$ cat src/logic/reset_ctrl_pkg.sv
// Package: constants, timing counts and carrier types for the reset source and start-up delay block.
// Summary of operation
// - Pin low longer than 500 ns resets, even with no clock; driver holds it longer; here the pin filter counts core_clk, so no clock means no reset.
// - During reset all I/O registers take initial values; fetch then starts at address 000.
// - No reset source ever touches the general-purpose register file.
// - Watchdog reset happens only when watchdog enabled and its period expired.
// - Watchdog time-out gives one-clock reset pulse; delay starts on its falling edge.
// - After reset pin returns high, delay timer runs, core released after time-out.
// - Power-on threshold reached starts delay counter; core held until its time-out.
// - Supply falling below power-on level reasserts reset immediately, without delay.
// - Two-bit select: 00/01 long 64K, 10 gives 4K, 11 short count, all plus 18 clocks.
// - Oscillator cycles: code 11 gives 8 or 32 by brown-out enable, 4K, 64K.
// - Wake from power-down uses only the 18-clock part, skipping oscillator count.
// - Delay select fuses default to 00, the longest start-up delay.
// - Brown-out monitor active only when enable fuse programmed; programmed reads 0.
// - Brown-out asserts reset at once; release after same selectable delay as power-on.
// - Level fuse programmed selects 4.0V trigger, unprogrammed selects 2.7V.
// - Brown-out recognised only after low lasts about 3 us at 4.0V, 7 us at 2.7V.
// - Cause register bits 7 to 4 always read as zero.
// - Bit 3 set by watchdog reset; cleared by power-on reset or software zero write.
// - Bit 2 set by brown-out reset; cleared by power-on reset or software zero write.
// - Bit 1 set by pin reset; cleared by power-on reset or software zero write.
// - Bit 0 set by power-on reset; cleared only by software writing zero or by the rst input.
package reset_ctrl_pkg;

  localparam int CLK_PERIOD_NS = 40;
  localparam int PIN_MIN_LOW_NS = 500;
  localparam int PIN_FILTER_CYCLES = (PIN_MIN_LOW_NS + CLK_PERIOD_NS - 1) / CLK_PERIOD_NS;
  localparam int BOD_HI_FILTER_NS = 3000;
  localparam int BOD_LO_FILTER_NS = 7000;
  localparam int BOD_HI_FILTER_CYCLES = (BOD_HI_FILTER_NS + CLK_PERIOD_NS - 1) / CLK_PERIOD_NS;
  localparam int BOD_LO_FILTER_CYCLES = (BOD_LO_FILTER_NS + CLK_PERIOD_NS - 1) / CLK_PERIOD_NS;
  localparam int CLOCK_PART_CYCLES = 18;
  localparam int OSC_SHORT_NOBOD = 8;
  localparam int OSC_SHORT_BOD = 32;
  localparam int OSC_MEDIUM = 4096;
  localparam int OSC_LONG = 65536;

  localparam logic [1:0] SEL_LONG_A = 2'h0;
  localparam logic [1:0] SEL_LONG_B = 2'h1;
  localparam logic [1:0] SEL_MEDIUM = 2'h2;
  localparam logic [1:0] SEL_SHORT = 2'h3;
  localparam logic [1:0] SEL_RESET_VALUE = 2'h0;
  localparam logic FUSE_PROGRAMMED = 1'h0;

  localparam int CAUSE_WIDTH = 8;
  localparam int POWERUP_BIT = 0;
  localparam int PIN_BIT = 1;
  localparam int BROWNOUT_BIT = 2;
  localparam int WATCHDOG_BIT = 3;
  localparam logic [7:0] CAUSE_USED_MASK = 8'h0F;
  localparam logic [7:0] CAUSE_RESET_VALUE = 8'h00;

  localparam logic [8:0] RESET_FETCH_ADDR = 9'h000;

  typedef struct packed {
    logic [1:0] startup_delay_select_fuse;
    logic supply_monitor_enable_fuse;
    logic supply_trigger_level_fuse;
  } fuse_set_t;

  typedef struct packed {
    logic por_low;
    logic pin_low;
    logic brownout;
    logic watchdog;
  } source_set_t;

endpackage

$ cat src/logic/low_level_filter.sv
// Glitch filter: reports a level only after it has lasted a given number of clocks.
module low_level_filter
  import reset_ctrl_pkg::*;
#(
  parameter int COUNT_WIDTH = 8
)
(
  // Clock and reset
  input wire logic core_clk,
  input wire logic rst,
  // Sampled level and required length
  input wire logic level_in,
  input wire logic [COUNT_WIDTH-1:0] need_cycles,
  // Qualified level
  output logic level_out
);

  typedef struct packed {
    logic [COUNT_WIDTH-1:0] count;
    logic out;
  } filt_state_t;

  filt_state_t s_q;
  filt_state_t s_d;

  always_comb
  begin
    s_d = s_q;
    if (!level_in)
    begin
      s_d.count = '0;
      s_d.out = 1'b0;
    end
    else if (s_q.count >= need_cycles)
    begin
      s_d.out = 1'b1;
    end
    else
    begin
      s_d.count = s_q.count + COUNT_WIDTH'(1);
    end
  end

  always_ff @(posedge core_clk)
  begin
    if (rst)
      s_q <= '0;
    else
      s_q <= s_d;
  end

  assign level_out = s_q.out;

endmodule

$ cat src/logic/edge_counter.sv
// Counts rising edges of a slow synchronised oscillator up to a target and flags completion.
module edge_counter
  import reset_ctrl_pkg::*;
#(
  parameter int COUNT_WIDTH = 17
)
(
  // Clock and reset
  input wire logic core_clk,
  input wire logic rst,
  // Control
  input wire logic clear,
  input wire logic osc_sync,
  input wire logic [COUNT_WIDTH-1:0] target,
  // Status
  output logic done
);

  typedef struct packed {
    logic [COUNT_WIDTH-1:0] count;
    logic last_osc;
    logic done;
  } cnt_state_t;

  cnt_state_t s_q;
  cnt_state_t s_d;

  always_comb
  begin
    s_d = s_q;
    s_d.last_osc = osc_sync;
    if (clear)
    begin
      s_d.count = '0;
      s_d.done = 1'b0;
    end
    else if (s_q.count >= target)
    begin
      s_d.done = 1'b1;
    end
    else if (osc_sync && !s_q.last_osc)
    begin
      s_d.count = s_q.count + COUNT_WIDTH'(1);
    end
  end

  always_ff @(posedge core_clk)
  begin
    if (rst)
      s_q <= '0;
    else
      s_q <= s_d;
  end

  assign done = s_q.done;

endmodule

$ cat src/logic/reset_source_and_startup_delay.sv
// Reset controller: source combining, start-up delay and reset-cause flags.
module reset_source_and_startup_delay
  import reset_ctrl_pkg::*;
#(
  parameter int LONG_OSC_CYCLES = OSC_LONG,
  parameter int MEDIUM_OSC_CYCLES = OSC_MEDIUM
)
(
  // Clock and synchronous reset
  input wire logic core_clk,
  input wire logic rst,
  // Supply monitors and pin, asynchronous to core_clk
  input wire logic supply_below_por,
  input wire logic supply_drop_detector,
  input wire logic reset_pin_n,
  input wire logic watchdog_osc,
  // Watchdog, same clock domain
  input wire logic watchdog_enable,
  input wire logic watchdog_expired,
  // Fuses, static
  input wire logic [1:0] startup_delay_select_fuse,
  input wire logic supply_monitor_enable_fuse,
  input wire logic supply_trigger_level_fuse,
  // Power-down wake request
  input wire logic wake_from_powerdown,
  // Cause register access
  input wire logic cause_write,
  input wire logic [7:0] cause_wdata,
  output logic [7:0] reset_cause_flags,
  // Reset outputs to core and I/O
  output logic core_reset,
  output logic io_reset,
  output logic [8:0] fetch_addr,
  output logic brownout_monitor_active,
  output logic [1:0] effective_delay_select
);

  typedef enum logic [2:0] {
    ST_HOLD,
    ST_OSC_WAIT,
    ST_CLK_WAIT,
    ST_RUN,
    ST_SLEEP
  } phase_t;

  typedef struct packed {
    logic [1:0] por_sync;
    logic [1:0] pin_sync;
    logic [1:0] bod_sync;
    logic [1:0] osc_sync;
    phase_t phase;
    logic [4:0] clk_count;
    logic wdt_pulse;
    logic [7:0] cause;
    logic core_reset;
    logic io_reset;
    logic [8:0] fetch_addr;
    logic bod_active;
    logic [1:0] sel;
  } ctrl_state_t;

  ctrl_state_t s_q;
  ctrl_state_t s_d;

  logic pin_low_q;
  logic bod_low_q;
  logic osc_done;
  logic osc_clear;
  logic [7:0] bod_need;
  logic [16:0] osc_target;
  logic bod_enabled;
  source_set_t src;
  logic any_source;

  // Compare against the chosen hold time; counts start from zero, so the need is one less.
  function automatic logic [7:0] filter_need(input int cycles);
    filter_need = 8'(cycles - 1);
  endfunction

  // Oscillator cycles for the real-time part of the delay.
  function automatic logic [16:0] osc_cycles(input logic [1:0] sel, input logic bod_on);
    case (sel)
      SEL_SHORT: osc_cycles = bod_on ? 17'(OSC_SHORT_BOD) : 17'(OSC_SHORT_NOBOD);
      SEL_MEDIUM: osc_cycles = 17'(MEDIUM_OSC_CYCLES);
      default: osc_cycles = 17'(LONG_OSC_CYCLES);
    endcase
  endfunction

  assign bod_enabled = (supply_monitor_enable_fuse == FUSE_PROGRAMMED);
  // The programmed level fuse selects the higher trigger and its shorter filter.
  assign bod_need = (supply_trigger_level_fuse == FUSE_PROGRAMMED)
    ? filter_need(BOD_HI_FILTER_CYCLES) : filter_need(BOD_LO_FILTER_CYCLES);
  assign osc_target = osc_cycles(startup_delay_select_fuse, bod_enabled);

  // A pin pulse only counts when longer than the minimum low time.
  low_level_filter #(
    .COUNT_WIDTH(8)
  ) pin_filter (
    .core_clk(core_clk),
    .rst(rst),
    .level_in(s_q.pin_sync[1]),
    .need_cycles(filter_need(PIN_FILTER_CYCLES)),
    .level_out(pin_low_q)
  );

  low_level_filter #(
    .COUNT_WIDTH(8)
  ) bod_filter (
    .core_clk(core_clk),
    .rst(rst),
    .level_in(s_q.bod_sync[1] && bod_enabled),
    .need_cycles(bod_need),
    .level_out(bod_low_q)
  );

  edge_counter #(
    .COUNT_WIDTH(17)
  ) osc_counter (
    .core_clk(core_clk),
    .rst(rst),
    .clear(osc_clear),
    .osc_sync(s_q.osc_sync[1]),
    .target(osc_target),
    .done(osc_done)
  );

  always_comb
  begin
    src.por_low = s_q.por_sync[1];
    src.pin_low = pin_low_q;
    src.brownout = bod_low_q;
    src.watchdog = s_q.wdt_pulse;
    any_source = src.por_low || src.pin_low || src.brownout || src.watchdog;
  end

  // The oscillator count only runs in its own phase; anywhere else it is held at zero.
  assign osc_clear = (s_q.phase != ST_OSC_WAIT) || any_source;

  always_comb
  begin
    s_d = s_q;
    s_d.por_sync = {s_q.por_sync[0], supply_below_por};
    s_d.pin_sync = {s_q.pin_sync[0], ~reset_pin_n};
    s_d.bod_sync = {s_q.bod_sync[0], supply_drop_detector};
    s_d.osc_sync = {s_q.osc_sync[0], watchdog_osc};
    s_d.bod_active = bod_enabled;
    s_d.sel = startup_delay_select_fuse;
    s_d.fetch_addr = RESET_FETCH_ADDR;
    // Watchdog pulse lasts exactly one clock, only while the watchdog is on.
    s_d.wdt_pulse = watchdog_enable && watchdog_expired && !s_q.wdt_pulse
      && (s_q.phase == ST_RUN || s_q.phase == ST_SLEEP);

    // Software clears by writing zero; a cause arriving in the same cycle still wins.
    if (cause_write)
    begin
      s_d.cause = s_q.cause & cause_wdata & CAUSE_USED_MASK;
    end
    if (src.por_low)
    begin
      s_d.cause[WATCHDOG_BIT] = 1'b0;
      s_d.cause[BROWNOUT_BIT] = 1'b0;
      s_d.cause[PIN_BIT] = 1'b0;
      s_d.cause[POWERUP_BIT] = 1'b1;
    end
    else
    begin
      if (src.watchdog)
        s_d.cause[WATCHDOG_BIT] = 1'b1;
      if (src.brownout)
        s_d.cause[BROWNOUT_BIT] = 1'b1;
      if (src.pin_low)
        s_d.cause[PIN_BIT] = 1'b1;
    end
    s_d.cause[7:4] = 4'h0;

    case (s_q.phase)
      ST_HOLD:
      begin
        // Leave hold only once every source has gone; the watchdog pulse ending is its falling edge.
        s_d.clk_count = 5'h00;
        if (!any_source)
          s_d.phase = ST_OSC_WAIT;
      end
      ST_OSC_WAIT:
      begin
        if (osc_done)
          s_d.phase = ST_CLK_WAIT;
      end
      ST_CLK_WAIT:
      begin
        if (s_q.clk_count == 5'(CLOCK_PART_CYCLES - 1))
          s_d.phase = ST_RUN;
        else
          s_d.clk_count = s_q.clk_count + 5'h01;
      end
      ST_RUN:
      begin
        if (wake_from_powerdown)
          s_d.phase = ST_SLEEP;
      end
      ST_SLEEP:
      begin
        // Waking skips the oscillator part and only counts system clocks.
        s_d.clk_count = 5'h00;
        if (!wake_from_powerdown)
          s_d.phase = ST_CLK_WAIT;
      end
      default:
      begin
        s_d.phase = ST_HOLD;
      end
    endcase

    // Any source drops the block straight back to hold and restarts the whole delay.
    if (any_source)
    begin
      s_d.phase = ST_HOLD;
    end

    s_d.core_reset = (s_d.phase != ST_RUN) && (s_d.phase != ST_SLEEP);
    // A wake-up count leaves the I/O registers alone, so the clock part only inherits the hold from before it.
    s_d.io_reset = (s_d.phase == ST_HOLD) || (s_d.phase == ST_OSC_WAIT)
      || (s_d.phase == ST_CLK_WAIT && s_q.io_reset);
  end

  // The rst input stands for the block's own power-up, so it clears the cause flags as well.
  always_ff @(posedge core_clk)
  begin
    if (rst)
    begin
      s_q.por_sync <= 2'h0;
      s_q.pin_sync <= 2'h0;
      s_q.bod_sync <= 2'h0;
      s_q.osc_sync <= 2'h0;
      s_q.phase <= ST_HOLD;
      s_q.clk_count <= 5'h00;
      s_q.wdt_pulse <= 1'b0;
      s_q.cause <= CAUSE_RESET_VALUE;
      s_q.core_reset <= 1'b1;
      s_q.io_reset <= 1'b1;
      s_q.fetch_addr <= RESET_FETCH_ADDR;
      s_q.bod_active <= 1'b0;
      s_q.sel <= SEL_RESET_VALUE;
    end
    else
    begin
      s_q <= s_d;
    end
  end

  // The general-purpose register file is not reachable from here and so never cleared.
  assign reset_cause_flags = s_q.cause;
  assign core_reset = s_q.core_reset;
  assign io_reset = s_q.io_reset;
  assign fetch_addr = s_q.fetch_addr;
  assign brownout_monitor_active = s_q.bod_active;
  assign effective_delay_select = s_q.sel;

endmodule

$ cat config.mk
export PLATFORM = sky130hd
export DESIGN_NAME = reset_source_and_startup_delay
export DESIGN_NICKNAME = d
export VERILOG_FILES = /design/src/logic/reset_ctrl_pkg.sv /design/src/logic/low_level_filter.sv /design/src/logic/edge_counter.sv /design/src/logic/reset_source_and_startup_delay.sv
export SDC_FILE = /design/constraint.sdc
export NUM_CORES = 1
export LEC_CHECK = 0
export BUFFER_PORTS_ARGS = -buffer_cell sky130_fd_sc_hd__buf_2
export CAP_MARGIN = 0
export CORE_ASPECT_RATIO = 1.5
export CORE_UTILIZATION = 40
export CTS_CLUSTER_DIAMETER = 60
export DETAILED_ROUTE_END_ITERATION = 6
export RECOVER_POWER = 25
export SETUP_SLACK_MARGIN = 0.15
export SLEW_MARGIN = 10
export SYNTH_ARGS = -nofsm -noshare
export SYNTH_HDL_FRONTEND = slang
export SYNTH_SLANG_ARGS = --single-unit
$ cat constraint.sdc
create_clock -name core_clk -period 3.2 [get_ports core_clk]
set_clock_uncertainty 0.05 [all_clocks]
set_input_delay 0.96 -clock core_clk [delete_from_list [all_inputs] [get_ports core_clk]]
set_output_delay 0.96 -clock core_clk [all_outputs]
set_load 0.1 [all_outputs]
==> results.sh <==
export IMPL_numCtsBuffers=9
export IMPL_route_detailed_drc=0
export IMPL_grt_max_degree=24
export IMPL_syn_area_um2=2998
export IMPL_first_pass_iters=4
export IMPL_clockPowerShare_pct=44.5
export IMPL_port_buffers=26
export IMPL_max_freq_ghz=0.3848
export IMPL_drt_iter0_drc=58
export IMPL_path_buf_inv=1
export IMPL_cp_arrival_ps=2760
export IMPL_combPwrFrac_pct=9.8
export IMPL_p_sw_share_pct=27.32
export IMPL_slowest_delay_ps=350
export IMPL_worstMarginPinSlew_ps=968.9
export IMPL_critical_path_class="primary input to flip-flop"
export IMPL_antenna_found_initial=0
export IMPL_ff_latch_area_um2=1261
export IMPL_root_buffer="clkbuf_8"
export IMPL_mostFrequentLayoutCells="63 x dfxtp_1, 40 x nor2_1, 26 x buf_2, 19 x a21oi_1, 18 x inv_1"
export IMPL_wire_per_inst_um=11.36
export IMPL_finalSetupTns_ps=0
export IMPL_htree_num_levels=3
export IMPL_dp_hpwl_mm=3.890
export IMPL_fill_cells=740
export IMPL_synth_cell_types=51
export IMPL_num_nets_final=394
export IMPL_p_leak_uw=0.001291
export IMPL_cts_tree="built"
export IMPL_whs_ps=390.7
export IMPL_ir_drop_uv=246.8
export IMPL_post_route_min_period_ps=2598
export IMPL_gr_total_overflow=0
export IMPL_dieArea_um2=7852
export IMPL_place_congestion=0.8291
export IMPL_relSlewSlack_pct=35.41
export IMPL_clkTransAtPathRegs_ps=70
export IMPL_die_y_um=108.0
export IMPL_num_vias=2195
export IMPL_cts_resized=0
export IMPL_setup_viol=0
export IMPL_cts_hold_buf=0
export IMPL_antenna_cells=0
export IMPL_syn_area_per_cell_um2=8.949
export IMPL_synth_edff_count=0
export IMPL_hold_path_depth=1
export IMPL_cp_cell_sequence="buf_2, nand3b_1, ha_1, nand2b_2, o2111a_1, o311a_4, nand3_4, o311ai_0, o41ai_1"
export IMPL_crit_required_ps=3360
export IMPL_crit_path_end_kind="flip-flop"
export IMPL_synth_main_ff_cell="dfxtp_1"
export IMPL_wl_mm=5.236
export IMPL_period_share_pct=81.20
export IMPL_maxCapViolCount=0
export IMPL_grt_pass1_wl_mm=9.059
export IMPL_synth_top_cell_by_area="dfxtp_1"
export IMPL_finalMaxSlewViolations=0
export IMPL_finalHoldViolations=0
export IMPL_clock_latency_ps=340
export IMPL_grt_pass1_vias=2130
export IMPL_hp_class="flip-flop to flip-flop"
export IMPL_ant_nets=0
export IMPL_r2r_cells=8
export IMPL_status="finished clean"
export IMPL_cts_setup_buffers=0
export IMPL_yosys_warnings=0
export IMPL_start_util_pct=41.48
export IMPL_grtUsageTotal_pct=14.98
export IMPL_p_per_area_nw_per_um2=527.3
export IMPL_numClockSinks=63
export IMPL_area_growth_pct=11.52
export IMPL_start_kind="primary input"
export IMPL_vias_per_cell=4.761
export IMPL_multi_input_area_um2=1526
export IMPL_coreArea_um2=7227
export IMPL_crit_cells=9
export IMPL_p_seq_share_pct=45.7
export IMPL_rsz0062_at_grt="no"
export IMPL_ios=44
export IMPL_p_int_uw=1281
export IMPL_die_w_um=72.69
export IMPL_critPathSlowestCell="o311ai_0"
export IMPL_yosys_area_top_type_share_pct=42.07
export IMPL_layout_drive_gt1_share_pct=14.40
export IMPL_rows=38
export IMPL_synthTopCellsByArea="dfxtp_1 42%, ha_1 6.7%, nor2_1 5.0%"
export IMPL_clockBufferDepth=2
export IMPL_p_sw_uw=481.7
export IMPL_seq_area_frac_synth_pct=42.07
export IMPL_final_common_cell="dfxtp_1"
export IMPL_synthArstFlopShare_pct=0
export IMPL_cp_max_fo=14
export IMPL_yosys_register_bits=63
export IMPL_path_delay_family="compound AO/OA/AOI/OAI gates"
export IMPL_synthCells=335
routing by layer:
layer	global-route usage [%]	up-vias	wire length, um
li1	-	1158	-
met1	16.31	983	2374
met2	25.43	41	2502
met3	4.380	13	223
met4	8.824	0	136
met5	0	-	0
flip-flops by register name (all words and copies together) (netlist names):
register	cells
osc_counter.s_q	18
s_q	13
bod_filter.s_q	8
pin_filter.s_q	8
reset_cause_flags	4
s_d	4
effective_delay_select	2
bod_filter.level_out	1
brownout_monitor_active	1
core_reset	1
io_reset	1
osc_counter.done	1
pin_filter.level_out	1
cell usage after synthesis (all sizes together) (8+ instances only):
master / number
inv: 18
nor2b: 13
nor3: 10
a21oi: 19
nor2: 40
ha: 16
nand4: 9
dfxtp: 63
xnor2: 13
nand2: 14
clkbuf: 8
buf: 21
xor2: 11
nand2b: 11
nand3: 11
final timing paths:
path / startpoint / endpoint / slack, ps
setup / recovery: supply_monitor_enable_fuse / osc_counter.s_q[16] / 600
hold / removal: s_d[32] / s_q[32] / 390
setup reg to reg: osc_counter.s_q[5] / osc_counter.s_q[16] / 1060
hold reg to reg: s_d[32] / s_q[32] / 390
power groups by stage:
stage	Sequential [uW]	Clock (uW)	Combinational [uW]
2_1_floorplan	830	0	156
3_3_place_gp	823	0	172
3_5_place_dp	824	0	174
4_1_cts	805	813	175
5_1_grt	807	852	184
6_report	805	785	173
worst register-to-register path, delay by kind of cell, from the launching register on:
family / cells / cell delay [ps]
simple gates: 3 / 420
fa+ha+maj: 1 / 290
buf+inv: 1 / 90
flops: 1 / 370
compound gates: 3 / 800
final cells by class:
| class | instances | area share (%) |
|---|---|---|
| repair buffers | 27 | 4.004 |
| flip-flops and latches | 63 | 37.72 |
| inverters | 18 | 2.021 |
| multi-input cells | 237 | 45.66 |
| clock inverters | 7 | 3.144 |
| clock buffers | 9 | 3.705 |
| well taps | 100 | 3.743 |
cell families after synthesis:
logic type	count (synthesis)	share of synthesized area, %
muxes	2	0.7095
buffers and inverters	47	8.514
xor gates and xnor gates	24	7.012
other	1	0.1251
AOI/OAI and AO/OA	36	7.638
adders and majority gates	16	6.678
and+or+nand+nor	146	27.25
DFF	63	42.07
per-stage QoR:
step	setup WS [ps]	util (%)	instance area (um2)	total power, uW	instances
after detailed placement	216.9	43.14	3118	997.7	445
after global placement	288.7	43.14	3118	995.5	445
after floorplan	513.4	-	3043	985.6	347
final	601.5	46.26	3343	1763	461
after global routing	437.5	46.26	3343	1844	461
after CTS	582.7	46.31	3347	1793	461
Power figures use the tool's default switching activity.
